**src/core/flc_params.svh**
```systemverilog
// Purpose: Offsets, field positions, reset values and timing counts of the loop controller.
// Assumes: Included by the controller modules only.
// Notes: Device addresses are those of the first loop; the second sits one stride above.
`ifndef FLC_PARAMS_SVH
`define FLC_PARAMS_SVH

`define FLC_REG_CMD 8'h00
`define FLC_REG_CFG 8'h04
`define FLC_REG_SEL 8'h08
`define FLC_REG_MULT 8'h0C
`define FLC_REG_FRAC 8'h10
`define FLC_REG_REFKHZ 8'h14
`define FLC_REG_STATUS 8'h18

`define FLC_CMD_APPLY 0
`define FLC_CMD_DISABLE 1
`define FLC_CFG_LOOP 0
`define FLC_CFG_SYNC 1
`define FLC_CFG_LIVE 2
`define FLC_CFG_STEADY 3

`define FLC_DEV_CTRL1 16'h0171
`define FLC_DEV_CTRL2 16'h0172
`define FLC_DEV_CTRL3 16'h0173
`define FLC_DEV_CTRL4 16'h0174
`define FLC_DEV_CTRL5 16'h0175
`define FLC_DEV_CTRL6 16'h0176
`define FLC_DEV_CTRL7 16'h0179
`define FLC_DEV_SYNC1 16'h0181
`define FLC_DEV_SYNC6 16'h0186
`define FLC_DEV_STRIDE 16'h0020
`define FLC_DEV_ENA_BIT 0
`define FLC_DEV_FREERUN_BIT 1
`define FLC_DEV_UPD_BIT 15
`define FLC_DEV_RATIO_LSB 8
`define FLC_DEV_OUTDIV_LSB 1
`define FLC_DEV_PREDIV_LSB 6
`define FLC_DEV_GAIN_LSB 2

`define FLC_RST_N 10'h008
`define FLC_RST_THETA 16'h0018
`define FLC_RST_LAMBDA 16'h007D
`define FLC_RST_OUTDIV 3'h2

`define FLC_GAIN_X16 4'h4
`define FLC_GAIN_X4 4'h2
`define FLC_GAIN_X1 4'h0
`define FLC_KHZ_GAIN16 18'd1000
`define FLC_KHZ_GAIN4 18'd256
`define FLC_KHZ_REF_MAX 18'd13500
`define FLC_KHZ_VCO_MIN 36'd90000
`define FLC_KHZ_VCO_MAX 36'd100000
`define FLC_OUTDIV_MIN 3'h2

`define FLC_SETTLE_NS 32000
`define FLC_CLK_PERIOD_PS 5000
`define FLC_LAST_STEP 4'hC

`endif

```
**src/core/flc_pkg.sv**
```systemverilog
// Purpose: Types shared by the loop controller modules.
// Assumes: Nothing beyond the parameter header.
// Notes: Sequencer states only.
package flc_pkg;
    typedef enum logic [1:0] {
        FLC_IDLE = 2'b00,
        FLC_STEP = 2'b01,
        FLC_WRITE = 2'b10,
        FLC_WAIT = 2'b11
    } flc_state_t;
endpackage

```
**src/core/flc_devwr.sv**
```systemverilog
// Purpose: Issues one device register write and waits for its acknowledge.
// Assumes: The device control port runs on clk and answers with a one-cycle ack.
// Notes: Request, address and data come straight from flip-flops.
`timescale 1ns/1ps
module flc_devwr #(
    parameter int AW = 16,
    parameter int DW = 16
) (
    input wire logic clk,
    input wire logic rst,
    input wire logic start,
    input wire logic [AW-1:0] addr,
    input wire logic [DW-1:0] data,
    output logic done,
    output logic dev_req,
    output logic [AW-1:0] dev_addr,
    output logic [DW-1:0] dev_wdata,
    input wire logic dev_ack
);
    logic req_r, req_nxt, done_r, done_nxt;
    logic [AW-1:0] addr_r, addr_nxt;
    logic [DW-1:0] data_r, data_nxt;

    always_comb begin
        req_nxt = req_r;
        addr_nxt = addr_r;
        data_nxt = data_r;
        done_nxt = 1'b0;
        if (req_r && dev_ack) begin
            req_nxt = 1'b0;
            done_nxt = 1'b1;
        end else if (!req_r && start) begin
            req_nxt = 1'b1;
            addr_nxt = addr;
            data_nxt = data;
        end
    end

    always_ff @(posedge clk or posedge rst) begin
        if (rst) begin
            req_r <= 1'b0;
            done_r <= 1'b0;
            addr_r <= '0;
            data_r <= '0;
        end else begin
            req_r <= req_nxt;
            done_r <= done_nxt;
            addr_r <= addr_nxt;
            data_r <= data_nxt;
        end
    end

    assign done = done_r;
    assign dev_req = req_r;
    assign dev_addr = addr_r;
    assign dev_wdata = data_r;

    req_holds_a: assert property (@(posedge clk) disable iff (rst)
        req_r && !dev_ack |=> req_r && $stable(addr_r) && $stable(data_r))
        else $error("device request dropped before ack");
endmodule

```
**src/core/flc_ctrl.sv**
```systemverilog
// Purpose: Host controller that configures and enables one of two frequency-locked loops.
// Assumes: APB slave on clk; device registers written through a simple write port.
// Notes: One loop is driven per sequence; the rules follow.
// Function
// Synchroniser only with a steady main reference.
// Loop enable written last in sequence.
// Clear loop enable before changing synchroniser.
// Device free-runs once established; nothing here.
// Set free-run before clearing loop enable.
// Live change: free-run, wait 32us, hold.
// Default change path disables then re-enables.
// Live multiplier writes need the update strobe.
// Disabled loop takes multiplier writes directly.
// Two loops, each with own enables.
// Reference selectors pick valid sources independently.
// Bus clock reference divided adaptively by device.
// Pre-divider brings reference to 13.5MHz.
// Oscillator is reference times N.K times ratio.
// Oscillator kept between 90 and 100MHz.
// Output divider restricted to codes 2 to 7.
// Gain chosen from reference frequency band.
// Ratio field value plus one is division.
// Integer N.K flagged for odd ratio change.
// Divided reference below the per-ratio limit.
// Multiplier fields are plain unsigned integers.
// Steady clock main, accurate clock synchroniser.
// Update strobe writes once and reads zero.
//
// Decided for this implementation: the register offsets and register access over APB.
`timescale 1ns/1ps
`include "flc_params.svh"
module flc_ctrl import flc_pkg::*; #(
    parameter int SETTLE_CYCLES =
        (`FLC_SETTLE_NS * 1000 + `FLC_CLK_PERIOD_PS - 1) / `FLC_CLK_PERIOD_PS
) (
    input wire logic clk,
    input wire logic rst,
    input wire logic psel,
    input wire logic penable,
    input wire logic pwrite,
    input wire logic [7:0] paddr,
    input wire logic [31:0] pwdata,
    output logic [31:0] prdata,
    output logic pready,
    output logic pslverr,
    output logic dev_req,
    output logic [15:0] dev_addr,
    output logic [15:0] dev_wdata,
    input wire logic dev_ack
);
    ////////////////////////////////////////////////////////////////////////////////
    // Helper functions.
    function automatic logic src_ok(input logic [3:0] code, input logic loop);
        logic ok;
        ok = 1'b0;
        unique case (code)
            4'h0, 4'h1, 4'h3, 4'h8, 4'h9, 4'hA, 4'hC, 4'hD, 4'hE: ok = 1'b1;
            4'h4: ok = loop;
            4'h5: ok = !loop;
            default: ok = 1'b0;
        endcase
        return ok;
    endfunction

    function automatic logic [17:0] ratio_limit(input logic [3:0] code);
        logic [17:0] lim;
        lim = 18'd768;
        if (code == 4'h0) begin
            lim = `FLC_KHZ_REF_MAX;
        end else if (code == 4'h1) begin
            lim = 18'd6144;
        end else if (code <= 4'h3) begin
            lim = 18'd3072;
        end else if (code <= 4'h5) begin
            lim = 18'd2822;
        end else if (code <= 4'h7) begin
            lim = 18'd1536;
        end
        return lim;
    endfunction

    ////////////////////////////////////////////////////////////////////////////////
    // Registers and sequencer state.
    logic [31:0] prdata_r, prdata_nxt;
    logic pready_r, pready_nxt, pslverr_r, pslverr_nxt;
    logic [3:0] cfg_r, cfg_nxt;
    logic [22:0] sel_r, sel_nxt;
    logic [9:0] mult_r, mult_nxt;
    logic [31:0] frac_r, frac_nxt;
    logic [17:0] refkhz_r, refkhz_nxt;
    logic [5:0] err_r, err_nxt;
    logic intwarn_r, intwarn_nxt;
    logic [1:0] en_r, en_nxt, syn_r, syn_nxt;
    flc_state_t st_r, st_nxt;
    logic [3:0] step_r, step_nxt;
    logic [15:0] wait_r, wait_nxt;
    logic live_r, live_nxt, wasen_r, wasen_nxt, disonly_r, disonly_nxt;
    logic cmd_apply, cmd_disable, commit, mapped, busy;
    logic [17:0] fref;
    logic [4:0] ratio;
    logic [35:0] vco_lo, vco_hi;
    logic [5:0] chk;
    logic loop;
    logic [15:0] base;
    logic [15:0] st_addr, st_data;
    logic st_skip, wr_start, wr_done;
    logic [3:0] gain;

    assign busy = st_r != FLC_IDLE;
    assign commit = psel && penable && pready_r;
    assign cmd_apply = commit && pwrite && paddr == `FLC_REG_CMD && pwdata[`FLC_CMD_APPLY];
    assign cmd_disable = commit && pwrite && paddr == `FLC_REG_CMD && pwdata[`FLC_CMD_DISABLE];
    assign loop = cfg_r[`FLC_CFG_LOOP];
    assign base = loop ? `FLC_DEV_STRIDE : 16'h0000;

    ////////////////////////////////////////////////////////////////////////////////
    // Configuration checks.
    always_comb begin
        fref = refkhz_r >> sel_r[5:4];
        ratio = {1'b0, sel_r[19:16]} + 5'h01;
        vco_lo = 36'(fref) * 36'(ratio) * 36'(mult_r);
        vco_hi = 36'(fref) * 36'(ratio) * (36'(mult_r) + 36'h1);
        chk[0] = sel_r[22:20] < `FLC_OUTDIV_MIN;
        chk[1] = !src_ok(sel_r[3:0], loop) || !src_ok(sel_r[11:8], loop);
        chk[2] = fref > `FLC_KHZ_REF_MAX;
        chk[3] = fref > ratio_limit(sel_r[19:16]);
        chk[4] = vco_lo > `FLC_KHZ_VCO_MAX || vco_hi < `FLC_KHZ_VCO_MIN;
        chk[5] = cfg_r[`FLC_CFG_SYNC] && !cfg_r[`FLC_CFG_STEADY];
        if (fref >= `FLC_KHZ_GAIN16) begin
            gain = `FLC_GAIN_X16;
        end else if (fref >= `FLC_KHZ_GAIN4) begin
            gain = `FLC_GAIN_X4;
        end else begin
            gain = `FLC_GAIN_X1;
        end
    end

    ////////////////////////////////////////////////////////////////////////////////
    // Step table of the device write sequence.
    always_comb begin
        st_addr = base + `FLC_DEV_CTRL1;
        st_data = 16'h0000;
        st_skip = 1'b0;
        unique case (step_r)
            4'h0: begin
                st_data[`FLC_DEV_ENA_BIT] = 1'b1;
                st_data[`FLC_DEV_FREERUN_BIT] = 1'b1;
                st_skip = !wasen_r;
            end
            4'h1: st_skip = !live_r;
            4'h2: begin
                st_data[`FLC_DEV_FREERUN_BIT] = 1'b1;
                st_skip = live_r || !wasen_r;
            end
            4'h3: begin
                st_addr = base + `FLC_DEV_CTRL2;
                st_data = {6'h00, mult_r};
                st_skip = disonly_r;
            end
            4'h4: begin
                st_addr = base + `FLC_DEV_CTRL3;
                st_data = frac_r[15:0];
                st_skip = disonly_r;
            end
            4'h5: begin
                st_addr = base + `FLC_DEV_CTRL4;
                st_data = frac_r[31:16];
                st_skip = disonly_r;
            end
            4'h6: begin
                st_addr = base + `FLC_DEV_CTRL5;
                st_data[`FLC_DEV_RATIO_LSB +: 4] = sel_r[19:16];
                st_data[`FLC_DEV_OUTDIV_LSB +: 3] = sel_r[22:20];
                st_skip = disonly_r;
            end
            4'h7: begin
                st_addr = base + `FLC_DEV_CTRL6;
                st_data[`FLC_DEV_PREDIV_LSB +: 2] = sel_r[5:4];
                st_data[3:0] = sel_r[3:0];
                st_skip = disonly_r;
            end
            4'h8: begin
                st_addr = base + `FLC_DEV_CTRL7;
                st_data[`FLC_DEV_GAIN_LSB +: 4] = gain;
                st_skip = disonly_r;
            end
            4'h9: begin
                st_addr = base + `FLC_DEV_SYNC6;
                st_data[`FLC_DEV_PREDIV_LSB +: 2] = sel_r[13:12];
                st_data[3:0] = sel_r[11:8];
                st_skip = disonly_r;
            end
            4'hA: begin
                st_addr = base + `FLC_DEV_SYNC1;
                st_data[`FLC_DEV_ENA_BIT] = cfg_r[`FLC_CFG_SYNC];
                st_skip = live_r || disonly_r;
            end
            4'hB: begin
                st_addr = base + `FLC_DEV_CTRL2;
                st_data = {6'h00, mult_r};
                st_data[`FLC_DEV_UPD_BIT] = 1'b1;
                st_skip = !live_r || disonly_r;
            end
            4'hC: begin
                st_data[`FLC_DEV_ENA_BIT] = 1'b1;
                st_skip = disonly_r;
            end
            default: st_skip = 1'b1;
        endcase
    end

    ////////////////////////////////////////////////////////////////////////////////
    // APB slave and sequencer next state.
    always_comb begin
        prdata_nxt = prdata_r;
        pready_nxt = psel && penable && !pready_r;
        pslverr_nxt = 1'b0;
        cfg_nxt = cfg_r;
        sel_nxt = sel_r;
        mult_nxt = mult_r;
        frac_nxt = frac_r;
        refkhz_nxt = refkhz_r;
        err_nxt = err_r;
        intwarn_nxt = intwarn_r;
        en_nxt = en_r;
        syn_nxt = syn_r;
        st_nxt = st_r;
        step_nxt = step_r;
        wait_nxt = wait_r;
        live_nxt = live_r;
        wasen_nxt = wasen_r;
        disonly_nxt = disonly_r;
        wr_start = 1'b0;
        mapped = paddr inside {`FLC_REG_CMD, `FLC_REG_CFG, `FLC_REG_SEL, `FLC_REG_MULT,
            `FLC_REG_FRAC, `FLC_REG_REFKHZ, `FLC_REG_STATUS};
        if (psel && penable && !pready_r) begin
            pslverr_nxt = !mapped;
            unique case (paddr)
                `FLC_REG_CFG: prdata_nxt = {28'h0, cfg_r};
                `FLC_REG_SEL: prdata_nxt = {9'h0, sel_r};
                `FLC_REG_MULT: prdata_nxt = {22'h0, mult_r};
                `FLC_REG_FRAC: prdata_nxt = frac_r;
                `FLC_REG_REFKHZ: prdata_nxt = {14'h0, refkhz_r};
                `FLC_REG_STATUS: prdata_nxt = {16'h0, 2'h0, syn_r, 2'h0, en_r, intwarn_r,
                    err_r, busy};
                default: prdata_nxt = 32'h0000_0000;
            endcase
        end
        if (commit && pwrite && !busy) begin
            unique case (paddr)
                `FLC_REG_CFG: cfg_nxt = pwdata[3:0];
                `FLC_REG_SEL: sel_nxt = pwdata[22:0];
                `FLC_REG_MULT: mult_nxt = pwdata[9:0];
                `FLC_REG_FRAC: frac_nxt = pwdata;
                `FLC_REG_REFKHZ: refkhz_nxt = pwdata[17:0];
                default: ;
            endcase
        end
        unique case (st_r)
            FLC_IDLE: begin
                if (cmd_disable) begin
                    disonly_nxt = 1'b1;
                    live_nxt = 1'b0;
                    wasen_nxt = en_r[loop];
                    step_nxt = 4'h0;
                    st_nxt = FLC_STEP;
                end else if (cmd_apply) begin
                    err_nxt = chk;
                    intwarn_nxt = frac_r[15:0] == 16'h0000;
                    if (chk == 6'h00) begin
                        disonly_nxt = 1'b0;
                        wasen_nxt = en_r[loop];
                        live_nxt = en_r[loop] && cfg_r[`FLC_CFG_LIVE] &&
                            syn_r[loop] == cfg_r[`FLC_CFG_SYNC];
                        step_nxt = 4'h0;
                        st_nxt = FLC_STEP;
                    end
                end
            end
            FLC_STEP: begin
                if (step_r > `FLC_LAST_STEP) begin
                    st_nxt = FLC_IDLE;
                    en_nxt[loop] = !disonly_r;
                    if (!disonly_r && !live_r) begin
                        syn_nxt[loop] = cfg_r[`FLC_CFG_SYNC];
                    end
                end else if (st_skip) begin
                    step_nxt = step_r + 4'h1;
                end else if (step_r == 4'h1) begin
                    wait_nxt = 16'(SETTLE_CYCLES - 1);
                    st_nxt = FLC_WAIT;
                end else begin
                    wr_start = 1'b1;
                    st_nxt = FLC_WRITE;
                end
            end
            FLC_WRITE: begin
                if (wr_done) begin
                    step_nxt = step_r + 4'h1;
                    st_nxt = FLC_STEP;
                end
            end
            FLC_WAIT: begin
                if (wait_r == 16'h0000) begin
                    step_nxt = step_r + 4'h1;
                    st_nxt = FLC_STEP;
                end else begin
                    wait_nxt = wait_r - 16'h0001;
                end
            end
        endcase
    end

    always_ff @(posedge clk or posedge rst) begin
        if (rst) begin
            prdata_r <= 32'h0000_0000;
            pready_r <= 1'b0;
            pslverr_r <= 1'b0;
            cfg_r <= 4'h0;
            sel_r <= {`FLC_RST_OUTDIV, 20'h00000};
            mult_r <= `FLC_RST_N;
            frac_r <= {`FLC_RST_LAMBDA, `FLC_RST_THETA};
            refkhz_r <= 18'h00000;
            err_r <= 6'h00;
            intwarn_r <= 1'b0;
            en_r <= 2'h0;
            syn_r <= 2'h0;
            st_r <= FLC_IDLE;
            step_r <= 4'h0;
            wait_r <= 16'h0000;
            live_r <= 1'b0;
            wasen_r <= 1'b0;
            disonly_r <= 1'b0;
        end else begin
            prdata_r <= prdata_nxt;
            pready_r <= pready_nxt;
            pslverr_r <= pslverr_nxt;
            cfg_r <= cfg_nxt;
            sel_r <= sel_nxt;
            mult_r <= mult_nxt;
            frac_r <= frac_nxt;
            refkhz_r <= refkhz_nxt;
            err_r <= err_nxt;
            intwarn_r <= intwarn_nxt;
            en_r <= en_nxt;
            syn_r <= syn_nxt;
            st_r <= st_nxt;
            step_r <= step_nxt;
            wait_r <= wait_nxt;
            live_r <= live_nxt;
            wasen_r <= wasen_nxt;
            disonly_r <= disonly_nxt;
        end
    end

    assign prdata = prdata_r;
    assign pready = pready_r;
    assign pslverr = pslverr_r;

    flc_devwr #(.AW(16), .DW(16)) u_devwr (
        .clk(clk),
        .rst(rst),
        .start(wr_start),
        .addr(st_addr),
        .data(st_data),
        .done(wr_done),
        .dev_req(dev_req),
        .dev_addr(dev_addr),
        .dev_wdata(dev_wdata),
        .dev_ack(dev_ack)
    );

    ////////////////////////////////////////////////////////////////////////////////
    // Checks on the sequencer and the APB ready pulse.
    logic start_seq;
    assign start_seq = st_r == FLC_IDLE && st_nxt == FLC_STEP && !disonly_nxt;

    ena_last_a: assert property (@(posedge clk) disable iff (rst)
        wr_start && st_addr == base + `FLC_DEV_CTRL1 && st_data[`FLC_DEV_ENA_BIT] &&
        !st_data[`FLC_DEV_FREERUN_BIT] |-> step_r == `FLC_LAST_STEP)
        else $error("loop enable written before last step");
    sync_while_off_a: assert property (@(posedge clk) disable iff (rst)
        wr_start && st_addr == base + `FLC_DEV_SYNC1 |-> !live_r && step_r == 4'hA)
        else $error("synchroniser changed with loop enabled");
    freerun_first_a: assert property (@(posedge clk) disable iff (rst)
        wr_start && step_r == 4'h2 |-> st_data[`FLC_DEV_FREERUN_BIT] &&
        !st_data[`FLC_DEV_ENA_BIT])
        else $error("loop disabled without free-run set");
    settle_wait_a: assert property (@(posedge clk) disable iff (rst)
        st_r == FLC_STEP && step_r == 4'h1 && !st_skip |=>
        st_r == FLC_WAIT && wait_r == 16'(SETTLE_CYCLES - 1))
        else $error("settle wait not started at full length");
    upd_live_a: assert property (@(posedge clk) disable iff (rst)
        wr_start && st_data[`FLC_DEV_UPD_BIT] && st_addr == base + `FLC_DEV_CTRL2 |->
        live_r && step_r == 4'hB)
        else $error("update strobe outside live reconfiguration");
    outdiv_ok_a: assert property (@(posedge clk) disable iff (rst)
        start_seq |-> sel_r[22:20] >= `FLC_OUTDIV_MIN)
        else $error("sequence started with reserved output divider");
    ref_limit_a: assert property (@(posedge clk) disable iff (rst)
        start_seq |-> fref <= ratio_limit(sel_r[19:16]) && fref <= `FLC_KHZ_REF_MAX)
        else $error("sequence started above reference limit");
    sync_steady_a: assert property (@(posedge clk) disable iff (rst)
        start_seq && cfg_r[`FLC_CFG_SYNC] |-> cfg_r[`FLC_CFG_STEADY])
        else $error("synchroniser requested without steady reference");
    apb_pulse_a: assert property (@(posedge clk) disable iff (rst)
        psel && penable && !pready_r |=> pready_r ##1 !pready_r)
        else $error("ready not a single cycle answer");
endmodule

```
**config.mk**
```make
export PLATFORM = sky130hd
export DESIGN_NAME = flc_ctrl
export DESIGN_NICKNAME = d
export VERILOG_FILES = /design/src/core/flc_pkg.sv /design/src/core/flc_devwr.sv /design/src/core/flc_ctrl.sv
export VERILOG_INCLUDE_DIRS = /design/src /design/src/core
export SDC_FILE = /design/constraint.sdc
export NUM_CORES = 2
export LEC_CHECK = 0
export BUFFER_PORTS_ARGS = -buffer_cell sky130_fd_sc_hd__clkbuf_2
export CORE_ASPECT_RATIO = 0.75
export CORE_MARGIN = 2
export CORE_UTILIZATION = 40
export DETAILED_ROUTE_END_ITERATION = 10
export GPL_TIMING_DRIVEN = 0
export PLACE_DENSITY = 0.55
export SETUP_SLACK_MARGIN = 0.5
export SYNTH_ARGS = -nofsm -noshare
export SYNTH_HDL_FRONTEND = slang
export SYNTH_HIERARCHICAL = 1
export SYNTH_SLANG_ARGS = --single-unit
```
**constraint.sdc**
```tcl
create_clock -name clk -period 14.5 [get_ports clk]
set_clock_uncertainty 0.2 [all_clocks]
set_input_delay 1.45 -clock clk [delete_from_list [all_inputs] [get_ports clk]]
set_output_delay 1.45 -clock clk [all_outputs]
set_load 0.02 [all_outputs]
```
==> flow_summary.yaml <==
status:
  status: "finished, final reports clean"
cells_and_area:
  drive_gt1_share_pct: 10.42
  fin_nets: 3944
  mostFrequentLayoutCell: "inv_1"
  layoutNonFillerInstCount: 4268
  area_delta_synth_final_pct: 8.697
  mostFrequentLayoutCells: "464 x inv_1, 415 x nand2_1, 402 x fa_1"
  design_area_sq_um: 30960
setup_path:
  cp_max_fo: 10
  path_class: "register to register"
  rr_worst_depth: 41
  start_kind: "register"
  crit_end: "st_r[0]"
  r2r_slack_ns: 1.11
  end_kind: "register"
  reg2reg_to: "st_r[0]"
  worstSetupStartpoint: "sel_r[18]"
  worstPathRequired_ns: 14.59
  arrival_ns: 13.48
  cpMostUsedCell: "fa_1"
  slowest_delay_ns: 0.71
  r2r_start: "sel_r[18]"
  cpMaxStageDelayCell: "clkbuf_1"
floorplan:
  die_w_um: 312.1
  start_util_pct: 40.51
  ios: 113
  core_sq_um: 70310
  dieArea_sq_um: 73380
  rows: 84
  floorplan.die.height_um: 235.1
place:
  placement.io_buffers: 109
  place_ws_ns: 0.03325
  gp_congestion: 0.9728
  dp_hpwl_um: 74810
  dp.cells: 4233
  dpl_cell_area_sq_um: 30270
power:
  p_sw_mw: 0.2665
  power_density_nw_per_um2: 34.09
  internal_power_mw: 0.7888
  vdd_drop_max_uv: 66.84
  leakage_nw: 15.49
  clkPwrFrac_pct: 46.5
  finalPower_mw: 1.055
  switching_share_pct: 25.26
  p_comb_share_pct: 3.0
  seqPwrFrac_pct: 50.5
synth:
  syn_inst: 3171
  ys_async_sr_fraction_pct: 100.0
  yosys_warnings: 6
  synth_area_sq_um: 28480
  synth-main-ff-cell: "dfrtp_1"
  ys_seq_elements: 191
  synth_cell_type_count: 87
  syn_area_per_cell_sq_um: 8.983
  ys_seq_area_share_pct: 16.82
  synth_edf_count: 0
sta:
  setup_viol: 0
  setup_ws_ns: 1.113
  fin_crit_ns: 13.39
  tightest_slew_ns: 1.281
  clock.fmax_mhz: 74.70
  finalHoldViolations: 0
  finalCritPeriodShare_pct: 92.32
  final_max_slew_viol_count: 0
  hold_ws_ns: 0.2727
  rsz0062_at_grt: "false"
  maxSlewHeadroom_pct: 13.98
clocking:
  cts_made_buffers: 17
  cts_tree: "done"
  cts_max_level: 4
  clock_sinks: 191
  clock_path_buffers: 2
  hold_buffers: 0
  clock_tree.root_cell: "clkbuf_16"
  insertion_delay_ns: 0.45
  clk_pin_slew_worst_paths_ns: 0.08
drt:
  vias: 22998
  via_per_inst: 5.388
  routed_wl_um: 90870
  first_iter_violations: 2058
  ant_nets: 0
  drc: 0
  wl_per_cell_um: 21.29
  dr.pass1.iters: 6
global_routing:
  grt_pass1_wl_um: 142500
  groute.usage.overall_pct: 25.04
  grt_pass1_vias: 22648
  gr-total-overflow: 0
  grt_max_degree: 117
  antenna_found_initial: 1
hold_path:
  hold_class: "register to register"
  min_from: "prdata[24]"
flow_run:
  maxCapViolCount: 0
==> power by group through the flow <==
stage	Sequential, mW	Combinational, mW	Clock (mW)
CTS	0.533	0.0323	0.495
floorplan	0.544	0.0141	0
global placement	0.544	0.0311	0
detailed placement	0.543	0.0322	0
finish	0.533	0.0318	0.491
global route	0.533	0.0353	0.519
==> Yosys cell counts (all sizes together) (5+ instances only) <==
library cell | count | share of area, %
nor2b | 20 | 0.44
a21o | 34 | 0.90
a21boi | 9 | 0.24
a21oi | 86 | 1.5
a22o | 15 | 0.46
and2 | 200 | 4.4
fa | 402 | 28
o21a | 20 | 0.53
xor2 | 29 | 0.89
nand2b | 26 | 0.57
o31ai | 6 | 0.18
o21bai | 10 | 0.28
dfrtp | 181 | 16
nand4 | 21 | 0.46
or2 | 12 | 0.26
o211ai | 9 | 0.24
a31oi | 18 | 0.45
or3 | 19 | 0.42
o21ai | 115 | 2.0
nor3b | 10 | 0.26
o2111ai | 9 | 0.28
inv | 467 | 6.2
nand2 | 416 | 5.5
and3 | 36 | 0.79
dfstp | 10 | 0.92
nor2 | 167 | 2.2
mux2i | 38 | 1.3
o2111a | 5 | 0.20
nor3 | 45 | 0.81
a222oi | 13 | 0.46
a22oi | 27 | 0.71
clkbuf | 143 | 1.9
nand3b | 8 | 0.21
nand3 | 48 | 0.84
nor4 | 19 | 0.49
ha | 189 | 8.3
xnor2 | 45 | 1.4
or4 | 7 | 0.21
buf | 18 | 0.35
mux2 | 135 | 5.7
a211oi | 10 | 0.26
o22ai | 5 | 0.11
a221oi | 8 | 0.25
==> worst min-delay path by stage <==
stage | end | cells past startpoint
2_1_floorplan | err_r[0] | 2
3_5_place_dp | prdata[27] | 2
6_report | prdata[24] | 2
4_1_cts | prdata[24] | 2
3_3_place_gp | prdata[24] | 2
5_1_grt | prdata[27] | 2
==> worst max-delay path: cells and delay by family, from the launching register on <==
kind                     cells  cell delay, ns
adder cells (fa/ha/maj)     10            4.86
buffers and inverters       10            2.43
AO/OA/AOI/OAI               10            2.34
AND/OR/NAND/NOR              9            2.28
XOR/XNOR                     2            0.64
flip-flops                   1            0.45
==> repair_timing <==
item                       in CTS  in global routing
setup buffers                   0                  0
setup endpoints to repair       9                  9
gates resized for setup         6                 28
pin swaps                       0                  1
==> cell families after synthesis <==
kind of cell | count (synthesis) | synth area share [%]
compound gates | 449 | 10.68
other cells | 2 | 0.02637
buf+inv | 629 | 8.399
mux | 174 | 7.134
simple gates | 1061 | 18.10
flops | 191 | 16.82
xor+xnor | 74 | 2.275
fa+ha+maj | 591 | 36.56
==> registers in the layout, summed over array words and instances (netlist names), 4 cells and up <==
register           count
frac_r                32
err_r                  6
step_r                 4
mult_r                10
u_devwr/dev_addr      16
prdata                32
sel_r                 23
cfg_r                  4
u_devwr/dev_wdata     16
refkhz_r              18
wait_r                16
==> metal layers <==
| metal | share of wire [%] | global-route usage (%) |
|---|---|---|
| met1 | 52 | 41.96 |
| met2 | 39 | 33.09 |
| met4 | 0.45 | 1.705 |
| met3 | 8.8 | 5.752 |
| met5 | 0.014 | 0 |
==> layout make-up <==
cell class	instances	area, sq um
clock buffer	19	442.9
multi-input combinational	2357	21390
buffer	161	649.4
tap	946	1184
timing repair buffer	111	585.6
sequential	191	4793
fill	7029	39350
clock inverter	13	146.4
antenna	2	5.005
inverter	468	1764
==> metrics by stage <==
step,utilization (%),TNS [ns]
floorplan,-,0
global placement,43.00,-0.02204
detailed placement,43.05,0
CTS,43.93,0
global route,44.03,0
finish,44.03,0
No activity file was read; power rests on OpenSTA's default activity.
